--- src/uart_status_regs.vh ---
// Register indices, field positions and reset values of the serial status block.
`ifndef UART_STATUS_REGS_VH
`define UART_STATUS_REGS_VH
`define IDX_SSC 10'h0BA
`define IDX_SPC 10'h098
`define IDX_SERBUF 10'h099
`define IDX_AUX 10'h0A2
`define SSC_INT_EN 0
`define SSC_OVR 1
`define SSC_BRK 2
`define SSC_FRM 3
`define SSC_DBSEL 4
`define SSC_COMBINED_IRQ_DISABLE 5
`define SSC_POS 6
`define SSC_DBUF_MODE 7
`define SPC_RXF 0
`define SPC_TXF 1
`define SPC_RB8 2
`define SPC_TB8 3
`define SPC_REN 4
`define SPC_SM2 5
`define SPC_MODE_LO 6
`define SPC_MODE_HI 7
`define AUX_BRE 6
`define SSC_RST 8'h00
`define SPC_RST 8'h00
`define AUX_RST 8'h00
`define MODE_SHIFT 2'h0
`define BREAK_BITS 11
`define RESP_OKAY 2'h0
`define RESP_SLVERR 2'h2
`endif

--- src/uart_break_detect.v ---
// Counter of consecutive low bit samples that flags a break condition.
`timescale 1ns/10ps
`include "uart_status_regs.vh"
module uart_break_detect #(
  parameter BREAK_BITS = `BREAK_BITS
) (
  input  wire aclk,
  input  wire aresetn,
  input  wire bit_valid,
  input  wire bit_level,
  output reg  break_pulse
);
  reg [3:0] low_cnt_r;
  localparam integer LAST_I = BREAK_BITS - 1;
  wire [3:0] last_cnt;
  assign last_cnt = LAST_I[3:0];
  always @(posedge aclk) begin
    if (!aresetn) begin
      low_cnt_r   <= 4'h0;
      break_pulse <= 1'b0;
    end else begin
      break_pulse <= 1'b0;
      if (bit_valid) begin
        if (bit_level) begin
          low_cnt_r <= 4'h0;
        end else if (low_cnt_r == last_cnt) begin
          low_cnt_r   <= low_cnt_r + 4'h1;
          break_pulse <= 1'b1;
        end else if (low_cnt_r < last_cnt) begin
          low_cnt_r <= low_cnt_r + 4'h1;
        end
      end
    end
  end
endmodule

--- src/uart_tx_irq_seq.v ---
// Transmit holding buffer and transmit interrupt sequencing.
`timescale 1ns/10ps
module uart_tx_irq_seq (
  input  wire       aclk,
  input  wire       aresetn,
  input  wire       dbuf_mode,
  input  wire       dbuf_sel,
  input  wire       tx_pos,
  input  wire       wr_valid,
  input  wire [8:0] wr_data,
  input  wire       stop_begin,
  input  wire       stop_end,
  input  wire       shift_busy,
  input  wire       load_ready,
  output wire       load_valid,
  output reg  [8:0] load_data,
  output reg        irq_pulse
);
  reg  buf_full_r;
  wire pos_evt;
  wire imm_irq;
  wire pos_irq;
  assign pos_evt = tx_pos ? stop_end : stop_begin;
  assign imm_irq = dbuf_mode & wr_valid & ~buf_full_r & ~shift_busy;
  assign pos_irq = pos_evt & (~dbuf_mode | buf_full_r | dbuf_sel);
  assign load_valid = buf_full_r;
  always @(posedge aclk) begin
    if (!aresetn) begin
      buf_full_r <= 1'b0;
      load_data  <= 9'h000;
      irq_pulse  <= 1'b0;
    end else begin
      irq_pulse <= imm_irq | pos_irq;
      if (wr_valid) begin
        buf_full_r <= 1'b1;
        load_data  <= wr_data;
      end else if (load_ready & buf_full_r) begin
        buf_full_r <= 1'b0;
      end
    end
  end
endmodule

--- src/uart_status_ctrl.v ---
// Serial port status, error flags and interrupt control with an AXI4-Lite register slave.
//
// The AXI4-Lite register port was left to the implementer.
`timescale 1ns/10ps
`include "uart_status_regs.vh"
module uart_status_ctrl #(
  parameter ADDR_W = 12
) (
  input  wire              aclk,
  input  wire              aresetn,
  input  wire [ADDR_W-1:0] s_axi_awaddr,
  input  wire              s_axi_awvalid,
  output wire              s_axi_awready,
  input  wire [31:0]       s_axi_wdata,
  input  wire [3:0]        s_axi_wstrb,
  input  wire              s_axi_wvalid,
  output wire              s_axi_wready,
  output reg  [1:0]        s_axi_bresp,
  output reg               s_axi_bvalid,
  input  wire              s_axi_bready,
  input  wire [ADDR_W-1:0] s_axi_araddr,
  input  wire              s_axi_arvalid,
  output wire              s_axi_arready,
  output reg  [31:0]       s_axi_rdata,
  output reg  [1:0]        s_axi_rresp,
  output reg               s_axi_rvalid,
  input  wire              s_axi_rready,
  input  wire              rx_char_done,
  input  wire [7:0]        rx_data,
  input  wire              rx_ninth,
  input  wire              rx_bit8_seen,
  input  wire              rx_frame_err,
  input  wire              rx_bit_valid,
  input  wire              rx_bit_level,
  input  wire              tx_stop_begin,
  input  wire              tx_stop_end,
  input  wire              tx_shift_busy,
  input  wire              tx_load_ready,
  output wire              tx_load_valid,
  output wire [7:0]        tx_data,
  output wire              tx_ninth,
  output reg  [1:0]        mode_select,
  output reg               rx_enable,
  output reg               multiproc_enable,
  output reg               device_reset_req,
  output reg               irq_serial,
  output reg               irq_tx
);
  // ****************************************
  // Register state
  // ****************************************
  reg        err_irq_en_r;
  reg        ovr_r;
  reg        brk_r;
  reg        frm_r;
  reg        dbsel_r;
  reg        combined_irq_disable_r;
  reg        pos_r;
  reg        dbuf_mode_r;
  reg        rxf_r;
  reg        txf_r;
  reg        rb8_r;
  reg        tb8_r;
  reg        bre_r;
  reg [7:0]  rx_buf_r;
  reg [7:0]  ssc_nxt;
  reg [7:0]  spc_nxt;
  wire [7:0] ssc_val;
  wire [7:0] spc_val;
  wire [7:0] aux_val;
  wire       break_pulse;
  wire       tx_irq_pulse;
  wire [8:0] tx_load_data;
  localparam [7:0] AUX_RST_V = `AUX_RST;

  // ****************************************
  // Bus write channel
  // ****************************************
  reg              aw_full_r;
  reg              w_full_r;
  reg [ADDR_W-1:0] aw_addr_r;
  reg [31:0]       w_data_r;
  reg [3:0]        w_strb_r;
  wire             wr_go;
  wire [9:0]       wr_idx;
  wire             wr_ssc;
  wire             wr_spc;
  wire             wr_serial_buffer;
  wire             wr_aux;
  wire             wr_hit;
  wire             wr_lane0;

  assign s_axi_awready = ~aw_full_r & ~s_axi_bvalid;
  assign s_axi_wready  = ~w_full_r & ~s_axi_bvalid;
  assign wr_go         = aw_full_r & w_full_r & ~s_axi_bvalid;
  assign wr_idx        = aw_addr_r[11:2];
  assign wr_lane0      = wr_go & w_strb_r[0];
  assign wr_ssc        = wr_lane0 & (wr_idx == `IDX_SSC);
  assign wr_spc        = wr_lane0 & (wr_idx == `IDX_SPC);
  assign wr_serial_buffer       = wr_lane0 & (wr_idx == `IDX_SERBUF);
  assign wr_aux        = wr_lane0 & (wr_idx == `IDX_AUX);
  assign wr_hit        = (wr_idx == `IDX_SSC) | (wr_idx == `IDX_SPC) |
                         (wr_idx == `IDX_SERBUF) | (wr_idx == `IDX_AUX);

  always @(posedge aclk) begin
    if (!aresetn) begin
      aw_full_r    <= 1'b0;
      w_full_r     <= 1'b0;
      aw_addr_r    <= {ADDR_W{1'b0}};
      w_data_r     <= 32'h00000000;
      w_strb_r     <= 4'h0;
      s_axi_bvalid <= 1'b0;
      s_axi_bresp  <= `RESP_OKAY;
    end else begin
      if (s_axi_awvalid & s_axi_awready) begin
        aw_full_r <= 1'b1;
        aw_addr_r <= s_axi_awaddr;
      end
      if (s_axi_wvalid & s_axi_wready) begin
        w_full_r <= 1'b1;
        w_data_r <= s_axi_wdata;
        w_strb_r <= s_axi_wstrb;
      end
      if (wr_go) begin
        aw_full_r    <= 1'b0;
        w_full_r     <= 1'b0;
        s_axi_bvalid <= 1'b1;
        if (wr_hit) begin
          s_axi_bresp <= `RESP_OKAY;
        end else begin
          s_axi_bresp <= `RESP_SLVERR;
        end
      end else if (s_axi_bvalid & s_axi_bready) begin
        s_axi_bvalid <= 1'b0;
      end
    end
  end

  // ****************************************
  // Bus read channel
  // ****************************************
  wire [9:0] rd_idx;
  assign s_axi_arready = ~s_axi_rvalid;
  assign rd_idx        = s_axi_araddr[11:2];

  always @(posedge aclk) begin
    if (!aresetn) begin
      s_axi_rvalid <= 1'b0;
      s_axi_rdata  <= 32'h00000000;
      s_axi_rresp  <= `RESP_OKAY;
    end else begin
      if (s_axi_arvalid & s_axi_arready) begin
        s_axi_rvalid <= 1'b1;
        s_axi_rresp  <= `RESP_OKAY;
        if (rd_idx == `IDX_SSC) begin
          s_axi_rdata <= {24'h000000, ssc_val};
        end else if (rd_idx == `IDX_SPC) begin
          s_axi_rdata <= {24'h000000, spc_val};
        end else if (rd_idx == `IDX_SERBUF) begin
          s_axi_rdata <= {24'h000000, rx_buf_r};
        end else if (rd_idx == `IDX_AUX) begin
          s_axi_rdata <= {24'h000000, aux_val};
        end else begin
          s_axi_rdata <= 32'h00000000;
          s_axi_rresp <= `RESP_SLVERR;
        end
      end else if (s_axi_rvalid & s_axi_rready) begin
        s_axi_rvalid <= 1'b0;
      end
    end
  end

  // ****************************************
  // Register views
  // ****************************************
  assign ssc_val = {dbuf_mode_r, pos_r, combined_irq_disable_r, dbsel_r, frm_r, brk_r, ovr_r, err_irq_en_r};
  assign spc_val = {mode_select, multiproc_enable, rx_enable, tb8_r, rb8_r, txf_r, rxf_r};
  assign aux_val = {1'b0, bre_r, 6'h00};

  // ****************************************
  // Status register next value
  // ****************************************
  always @* begin
    ssc_nxt = ssc_val;
    if (wr_ssc) begin
      ssc_nxt[`SSC_INT_EN] = w_data_r[`SSC_INT_EN];
      ssc_nxt[`SSC_DBSEL]  = w_data_r[`SSC_DBSEL];
      ssc_nxt[`SSC_COMBINED_IRQ_DISABLE]  = w_data_r[`SSC_COMBINED_IRQ_DISABLE];
      ssc_nxt[`SSC_POS]    = w_data_r[`SSC_POS];
      ssc_nxt[`SSC_DBUF_MODE] = w_data_r[`SSC_DBUF_MODE];
      ssc_nxt[`SSC_OVR] = ovr_r & w_data_r[`SSC_OVR];
      ssc_nxt[`SSC_BRK] = brk_r & w_data_r[`SSC_BRK];
      ssc_nxt[`SSC_FRM] = frm_r & w_data_r[`SSC_FRM];
    end
    if (rx_bit8_seen & rxf_r) begin
      ssc_nxt[`SSC_OVR] = 1'b1;
    end
    if (break_pulse) begin
      ssc_nxt[`SSC_BRK] = 1'b1;
    end
    if (rx_frame_err) begin
      ssc_nxt[`SSC_FRM] = 1'b1;
    end
  end

  // ****************************************
  // Control register next value
  // ****************************************
  always @* begin
    spc_nxt = spc_val;
    if (wr_spc) begin
      spc_nxt[`SPC_MODE_HI] = w_data_r[`SPC_MODE_HI];
      spc_nxt[`SPC_MODE_LO] = w_data_r[`SPC_MODE_LO];
      spc_nxt[`SPC_SM2] = w_data_r[`SPC_SM2];
      spc_nxt[`SPC_REN] = w_data_r[`SPC_REN];
      spc_nxt[`SPC_TB8] = w_data_r[`SPC_TB8];
      spc_nxt[`SPC_RXF] = rxf_r & w_data_r[`SPC_RXF];
      spc_nxt[`SPC_TXF] = txf_r & w_data_r[`SPC_TXF];
    end
    if (rx_char_done & ~rxf_r & (~multiproc_enable | rx_ninth)) begin
      spc_nxt[`SPC_RXF] = 1'b1;
      spc_nxt[`SPC_RB8] = rx_ninth;
    end
    if (tx_irq_pulse) begin
      spc_nxt[`SPC_TXF] = 1'b1;
    end
  end

  // ****************************************
  // Register storage
  // ****************************************
  always @(posedge aclk) begin
    if (!aresetn) begin
      {dbuf_mode_r, pos_r, combined_irq_disable_r, dbsel_r, frm_r, brk_r, ovr_r, err_irq_en_r} <= `SSC_RST;
      {mode_select, multiproc_enable, rx_enable, tb8_r, rb8_r, txf_r, rxf_r} <= `SPC_RST;
      bre_r    <= AUX_RST_V[`AUX_BRE];
      rx_buf_r <= 8'h00;
    end else begin
      {dbuf_mode_r, pos_r, combined_irq_disable_r, dbsel_r, frm_r, brk_r, ovr_r, err_irq_en_r} <= ssc_nxt;
      {mode_select, multiproc_enable, rx_enable, tb8_r, rb8_r, txf_r, rxf_r} <= spc_nxt;
      if (wr_aux) begin
        bre_r <= w_data_r[`AUX_BRE];
      end
      if (rx_char_done & ~rxf_r & (~multiproc_enable | rx_ninth)) begin
        rx_buf_r <= rx_data;
      end
    end
  end

  // ****************************************
  // Break detection and device reset
  // ****************************************
  uart_break_detect #(
    .BREAK_BITS (`BREAK_BITS)
  ) u_break (
    .aclk        (aclk),
    .aresetn     (aresetn),
    .bit_valid   (rx_bit_valid),
    .bit_level   (rx_bit_level),
    .break_pulse (break_pulse)
  );

  always @(posedge aclk) begin
    if (!aresetn) begin
      device_reset_req <= 1'b0;
    end else begin
      device_reset_req <= break_pulse & bre_r;
    end
  end

  // ****************************************
  // Transmit buffer and interrupt timing
  // ****************************************
  // stop start or end
  uart_tx_irq_seq u_tx_seq (
    .aclk       (aclk),
    .aresetn    (aresetn),
    .dbuf_mode  (dbuf_mode_r),
    .dbuf_sel   (dbsel_r),
    .tx_pos     (pos_r),
    .wr_valid   (wr_serial_buffer),
    .wr_data    ({tb8_r, w_data_r[7:0]}),
    .stop_begin (tx_stop_begin),
    .stop_end   (tx_stop_end),
    .shift_busy (tx_shift_busy),
    .load_ready (tx_load_ready),
    .load_valid (tx_load_valid),
    .load_data  (tx_load_data),
    .irq_pulse  (tx_irq_pulse)
  );
  assign tx_data  = tx_load_data[7:0];
  assign tx_ninth = tx_load_data[8];

  // ****************************************
  // Interrupt routing
  // ****************************************
  wire err_req;
  assign err_req = err_irq_en_r & (ssc_nxt[`SSC_OVR] | ssc_nxt[`SSC_BRK] | ssc_nxt[`SSC_FRM]);
  always @(posedge aclk) begin
    if (!aresetn) begin
      irq_serial <= 1'b0;
      irq_tx     <= 1'b0;
    end else begin
      if (combined_irq_disable_r) begin
        irq_serial <= spc_nxt[`SPC_RXF] | err_req;
        irq_tx     <= spc_nxt[`SPC_TXF];
      end else begin
        irq_serial <= spc_nxt[`SPC_RXF] | spc_nxt[`SPC_TXF] | err_req;
        irq_tx     <= 1'b0;
      end
    end
  end
endmodule

--- config.mk ---
export PLATFORM = sky130hd
export DESIGN_NAME = uart_status_ctrl
export DESIGN_NICKNAME = d
export VERILOG_FILES = /design/src/uart_break_detect.v /design/src/uart_tx_irq_seq.v /design/src/uart_status_ctrl.v
export VERILOG_INCLUDE_DIRS = /design/src /design/src/src
export SDC_FILE = /design/constraint.sdc
export NUM_CORES = 1
export LEC_CHECK = 0
export BUFFER_PORTS_ARGS = -buffer_cell sky130_fd_sc_hd__buf_2
export CAP_MARGIN = 20
export CORE_UTILIZATION = 40
export CTS_CLUSTER_DIAMETER = 60
export CTS_CLUSTER_SIZE = 40
export DETAILED_ROUTE_END_ITERATION = 12
export GPL_TIMING_DRIVEN = 0
export PLACE_DENSITY = 0.68
export SLEW_MARGIN = 10
export SYNTH_ARGS = -nofsm -noshare
export SYNTH_HDL_FRONTEND = slang
export SYNTH_SLANG_ARGS = --single-unit
--- constraint.sdc ---
create_clock -name aclk -period 2.9 [get_ports aclk]
set_input_delay 0.145 -clock aclk [delete_from_list [all_inputs] [get_ports aclk]]
set_output_delay 0.145 -clock aclk [all_outputs]
set_load 0.1 [all_outputs]
Word level (Yosys, flattened, before mapping)
Cells that the tools add are included.

Output and inout port bits: 58. Bits in latches: 0. Bits in read-only memories: 0. RAM bits: 0. Input port bits: 85. Logic and storage cells: 134. Memories kept: 0. Register bits: 105.

$lt $le $gt $ge: 1. Divide/modulo/power cells: 0. Shift-type cells: 0. Reduce and logical (&&, ||, !) cells: 8. Equal/unequal tests: 9. Multiplexer cells: 28. Multiply operators: 0. Add/sub/neg operators: 1. Bitwise gates (word level): 52.

Operators by type and width (number): $eq A10 B8 Y1 const B (8); $and A1 B1 Y1 (29); $mux W8 (3); $mux W4 (4); $mux W1 (14); $mux W2 (6); $or A1 B1 Y1 (12); $not A1 Y1 (11); $mux W7 (1); $reduce_bool A2 Y1 (3); $add A4 B1 Y4 const B (1); $eq A4 B4 Y1 const B (1); $lt A4 B4 Y1 const B (1); $reduce_and A2 Y1 (2); $reduce_bool A3 Y1 (1); $reduce_or A3 Y1 (1); $reduce_or A2 Y1 (1).

Depth between registers and ports, before layout
Depth after elaboration: 11. Mapped depth: 7. Mapped depth without buffers: 7.

Modules after synthesis
Synthesis repeated with hierarchy kept, for this count alone.

Cells, all modules: 398. Area, all modules: 3593.4 um^2.

Modules (own cells, without submodules): uart_status_ctrl (cells each 330, sequential area each 1221.2 um^2, times used 1, area an instance 2867.8 um^2); uart_tx_irq_seq (cells each 38, sequential area each 220.2 um^2, times used 1, area an instance 434.2 um^2); uart_break_detect (cells each 30, sequential area each 100.1 um^2, times used 1, area an instance 291.5 um^2).

Worst setup path after synthesis
Ideal clock, no wire load.

Path kind: flip-flop to flip-flop. From: reg s_axi_bvalid. To: reg aw_addr_r[11]. Cell stages (with the launch flop): 6. Buffers on the path: 1. Slack: -0.051 ns. Library setup time: 0.076 ns. Arrival: 2.875 ns. Period minus slack after synthesis: 2.951 ns. Data required time: 2.824 ns. Cells stage by stage: dfxtp_1 nor2_1 and2_1 clkbuf_1 nand2_1 a21boi_0.

Cells in the longest elaborated chain, start to end: 3.

RTL lines: start, declared (line uart_status_ctrl.v:19) `output reg s_axi_bvalid,`; start signal, assigned (line uart_status_ctrl.v:112) `s_axi_bvalid <= 1'b0;`; start signal, assigned (line uart_status_ctrl.v:127) `s_axi_bvalid <= 1'b1;`; start signal, assigned (line uart_status_ctrl.v:134) `s_axi_bvalid <= 1'b0;`; $not A1 Y1 (line uart_status_ctrl.v:93) `assign s_axi_awready = ~aw_full_r & ~s_axi_bvalid;`; $and A1 B1 Y1 (line uart_status_ctrl.v:93); named net s_axi_awready (line uart_status_ctrl.v:13) `output wire s_axi_awready,`; $and A1 B1 Y1 (line uart_status_ctrl.v:115) `if (s_axi_awvalid & s_axi_awready) begin`; end signal, assigned (line uart_status_ctrl.v:109) `aw_addr_r <= {ADDR_W{1'b0}};`; end signal, assigned (line uart_status_ctrl.v:117) `aw_addr_r <= s_axi_awaddr;`; end, declared (line uart_status_ctrl.v:81) `reg [ADDR_W-1:0] aw_addr_r;`.

The timed path passes the listed nets, and every way through them passes these cells. A chain may end at the register's enable or synchronous reset.

Worst setup path in the final report
From: reg s_axi_bvalid. To: reg irq_serial.

Cells in the longest elaborated chain, start to end: 11. Elaborated cells between the ends (all ways): 19. Classes of those cells: 8 x mux; 11 x bitwise.

RTL lines: $not A1 Y1 (*) (line uart_status_ctrl.v:95) `assign wr_go = aw_full_r & w_full_r & ~s_axi_bvalid;`; $and A1 B1 Y1 (*) (line uart_status_ctrl.v:95); $and A1 B1 Y1 (*) (line uart_status_ctrl.v:97) `assign wr_lane0 = wr_go & w_strb_r[0];`; $and A1 B1 Y1 (line uart_status_ctrl.v:98) `` assign wr_ssc = wr_lane0 & (wr_idx == `IDX_SSC); ``; $mux W4 (line uart_status_ctrl.v:185) `if (wr_ssc) begin`; $mux W1, on equally long branches (line uart_status_ctrl.v:195, uart_status_ctrl.v:198); $or A1 B1 Y1 (2 in series) (line uart_status_ctrl.v:298) `` assign err_req = err_irq_en_r & (ssc_nxt[`SSC_OVR] | ssc_nxt[`SSC_BRK] | ssc_nxt[`SSC_FRM]); ``; $and A1 B1 Y1 (line uart_status_ctrl.v:298); $or A1 B1 Y1, on equally long branches (line uart_status_ctrl.v:308, uart_status_ctrl.v:305); $mux W1 (*) (line uart_status_ctrl.v:304) `if (combined_irq_disable_r) begin`; end signal, assigned (line uart_status_ctrl.v:305) `` irq_serial <= spc_nxt[`SPC_RXF] | err_req; ``; end signal, assigned (line uart_status_ctrl.v:308) `` irq_serial <= spc_nxt[`SPC_RXF] | spc_nxt[`SPC_TXF] | err_req; ``; end, declared (line uart_status_ctrl.v:46) `output reg irq_serial,`.

Every way passes the cells marked *; elsewhere a longest branch is shown, timed or not.

==> results.yml <==
detailed_routing:
  route.detailed.drc: 0
  num_vias: 2832
  drtIter0Drc: 114
  wl_um: 7810
  ant_nets: 0
  first_pass_iters: 4
  viasPerCell: 4.67
  routedWlPerCell_um: 12.9
synthesis:
  synth_area_um2: 3520
  synth_top_area_share: 0.438
  yosysTopAreaCell: "dfxtp_1"
  synth-seq-cells: 77
  synth_seq_area_share: 0.438
  synth_area_leaders: "dfxtp_1, mux2i_1, nor2b_1"
  syn_area_per_cell_um2: 9.37
  syn_inst: 376
  synth.distinct_cells: 47
  yosys_warnings: 0
floorplanning:
  rows: 33
  die-area_um2: 9180
  fp.coreArea_um2: 8380
  die_w_um: 95.8
  die_h_um: 95.8
  io-pin-count: 143
  initial_core_util: 0.420
global_route:
  grt_max_degree: 14
  grt_pass1_vias: 2622
  grt_pass1_wl_um: 12600
  overflow: 0
  gr-usage-all-layers: 0.184
  antenna_found_initial: 0
layout:
  final_util: 0.524
  antenna_cells: 0
  mostFrequentLayoutCells: "buf_2, dfxtp_1, mux2i_1"
  syn_to_final_growth_pct: 24.8
  drive_gt1_frac: 0.285
  nets: 583
  layout.cells.most_common: "buf_2"
clocking:
  hold_buffers: 0
  cts.sinks: 77
  h-tree-depth: 3
  root_buffer: "clkbuf_8"
  cts_max_path_buffers: 2
  cts_resized: 0
  path_clk_slew_ps: 80
  clk_latency_ps: 360
  cts_tree: "built"
  cts_buffers: 9
  cts_setup_buffers: 0
sta:
  slew_viol_final: 0
  period_needed_ps: 1790
  tns_ps: 0
  worst_slack_ps: 1110
  setup_viol: 0
  fmax_mhz: 560
  hold_viol_final: 0
  rsz0062_at_grt: "no"
  worst_pin_slew_ps: 531
  min_period_over_period: 0.616
  fin_worst_skew_ps: 10.4
  slew_headroom: 0.646
setup_path:
  worstPathRequired_ps: 3150
  worst-path-max-fanout: 9
  crit_chain: "and4b_2, nand4_4, o21ai_0, a41oi_1, a211o_1"
  critPathTopFamily: "compound AO/OA/AOI/OAI gates"
  slowest_delay_ps: 390
  cp_slowest_cell: "dfxtp_1"
  worst-endpoint-arrival_ps: 2040
  crit_buf_inv: 0
  startpoint_type: "flop"
  critPathCaptureType: "flop"
  worst-setup-path-type: "reg -> reg"
power_and_ir_drop:
  combPwrFrac: 0.205
  vdd_ir_drop_max_mv: 0.278
  power_switching_w: 0.000823
  internal-power_w: 0.00175
  p_leak_nw: 1.98
  clockPowerShare: 0.351
  power_density_nw_per_um2: 585
  switching_share: 0.320
  seq_power_share: 0.444
run_status:
  status: "finished clean"
placed_design:
  numPortBuffers: 84
  hpwlAfterDp_um: 6040
  pre_cts_ws_ps: 1130
  globalplace.congestion: 0.795
run:
  drv_cap: 0
hold_path:
  hp-class: "in -> reg"
per-stage QoR:
step,hold slack (ps),power [W],cells,cell area (um2)
global route,30.5,0.00268,606,4390
global placement,396,0.00169,590,4170
finish,37.9,0.00257,606,4390
detailed placement,401,0.00169,590,4170
floorplan,222,0.00160,401,3620
CTS,26.7,0.00259,606,4390
layout make-up:
type	count	area, um2
plain buffers	42	274
clock buffers	10	138
clock inverters	6	86.3
fillers	816	3990
inverters	7	26.3
multi-input cells	275	1780
flip-flops and latches	77	1540
well taps	105	131
repair buffers	84	420
kinds of logic after synthesis:
| group | count (synthesis) | share of synthesized area |
|---|---|---|
| AO/OA/AOI/OAI | 53 | 0.108 |
| AND/OR/NAND/NOR | 148 | 0.230 |
| adder cells (fa/ha/maj) | 2 | 0.00710 |
| flip-flops | 77 | 0.438 |
| other | 1 | 0.00106 |
| XOR/XNOR | 1 | 0.00249 |
| buffers and inverters | 49 | 0.0853 |
| multiplexers | 45 | 0.128 |
power by group through the flow:
| stage | sequential (W) | clock (W) | combinational, W |
|---|---|---|---|
| floorplan | 0.00125 | 0 | 0.000347 |
| global placement | 0.00117 | 0 | 0.000521 |
| detailed placement | 0.00117 | 0 | 0.000527 |
| CTS | 0.00114 | 0.000919 | 0.000528 |
| global route | 0.00115 | 0.000972 | 0.000563 |
| finish | 0.00114 | 0.000904 | 0.000526 |
state kept, by name, summed over array words and instances, names as in the netlist, 2 cells and up:
register            cells
mode_select             2
u_tx_seq.load_data      9
aw_addr_r              10
u_break.low_cnt_r       4
w_data_r                8
rx_buf_r                8
s_axi_rdata             8
per-layer routing:
layer	global-route usage	up-vias	routed length, um
met4	0.0746	0	114
met3	0.0419	10	415
met5	0	-	0
met1	0.245	1272	3720
met2	0.286	80	3560
li1	-	1470	-
final timing paths:
check | start | slack, ps | to | cells past startpoint
setup / recovery | s_axi_bvalid | 1110 | irq_serial | 5
hold / removal | s_axi_awaddr[10] | 40 | aw_addr_r[10] | 3
setup reg to reg | s_axi_bvalid | 1110 | irq_serial | 5
hold reg to reg | s_axi_rresp[1] | 460 | s_axi_rresp[1] | 2
synthesized netlist by cell type, drive strengths merged:
cell	number
and2	4
nand2	33
a22o	1
o21a	2
xnor2	1
nor4	2
nand2b	4
inv	7
o21ai	10
a21boi	18
o211ai	1
mux2i	45
ha	2
clkbuf	11
o221a	1
and4b	1
and4bb	1
o221ai	1
and3b	2
nor3	3
dfxtp	77
or4b	1
o22ai	1
or3	2
nor2	32
buf	31
and2b	1
or2	2
a211o	1
nor3b	8
o211a	1
a21oi	7
nand4	4
nand3	2
a211oi	7
a41oi	2
nor2b	43
conb	1
and3	3
tightest hold or removal path, stage by stage:
cell and delay, ps:
buf_2 90, nand2_1 40, a21boi_0 60
(Power assumes the default switching activity.)
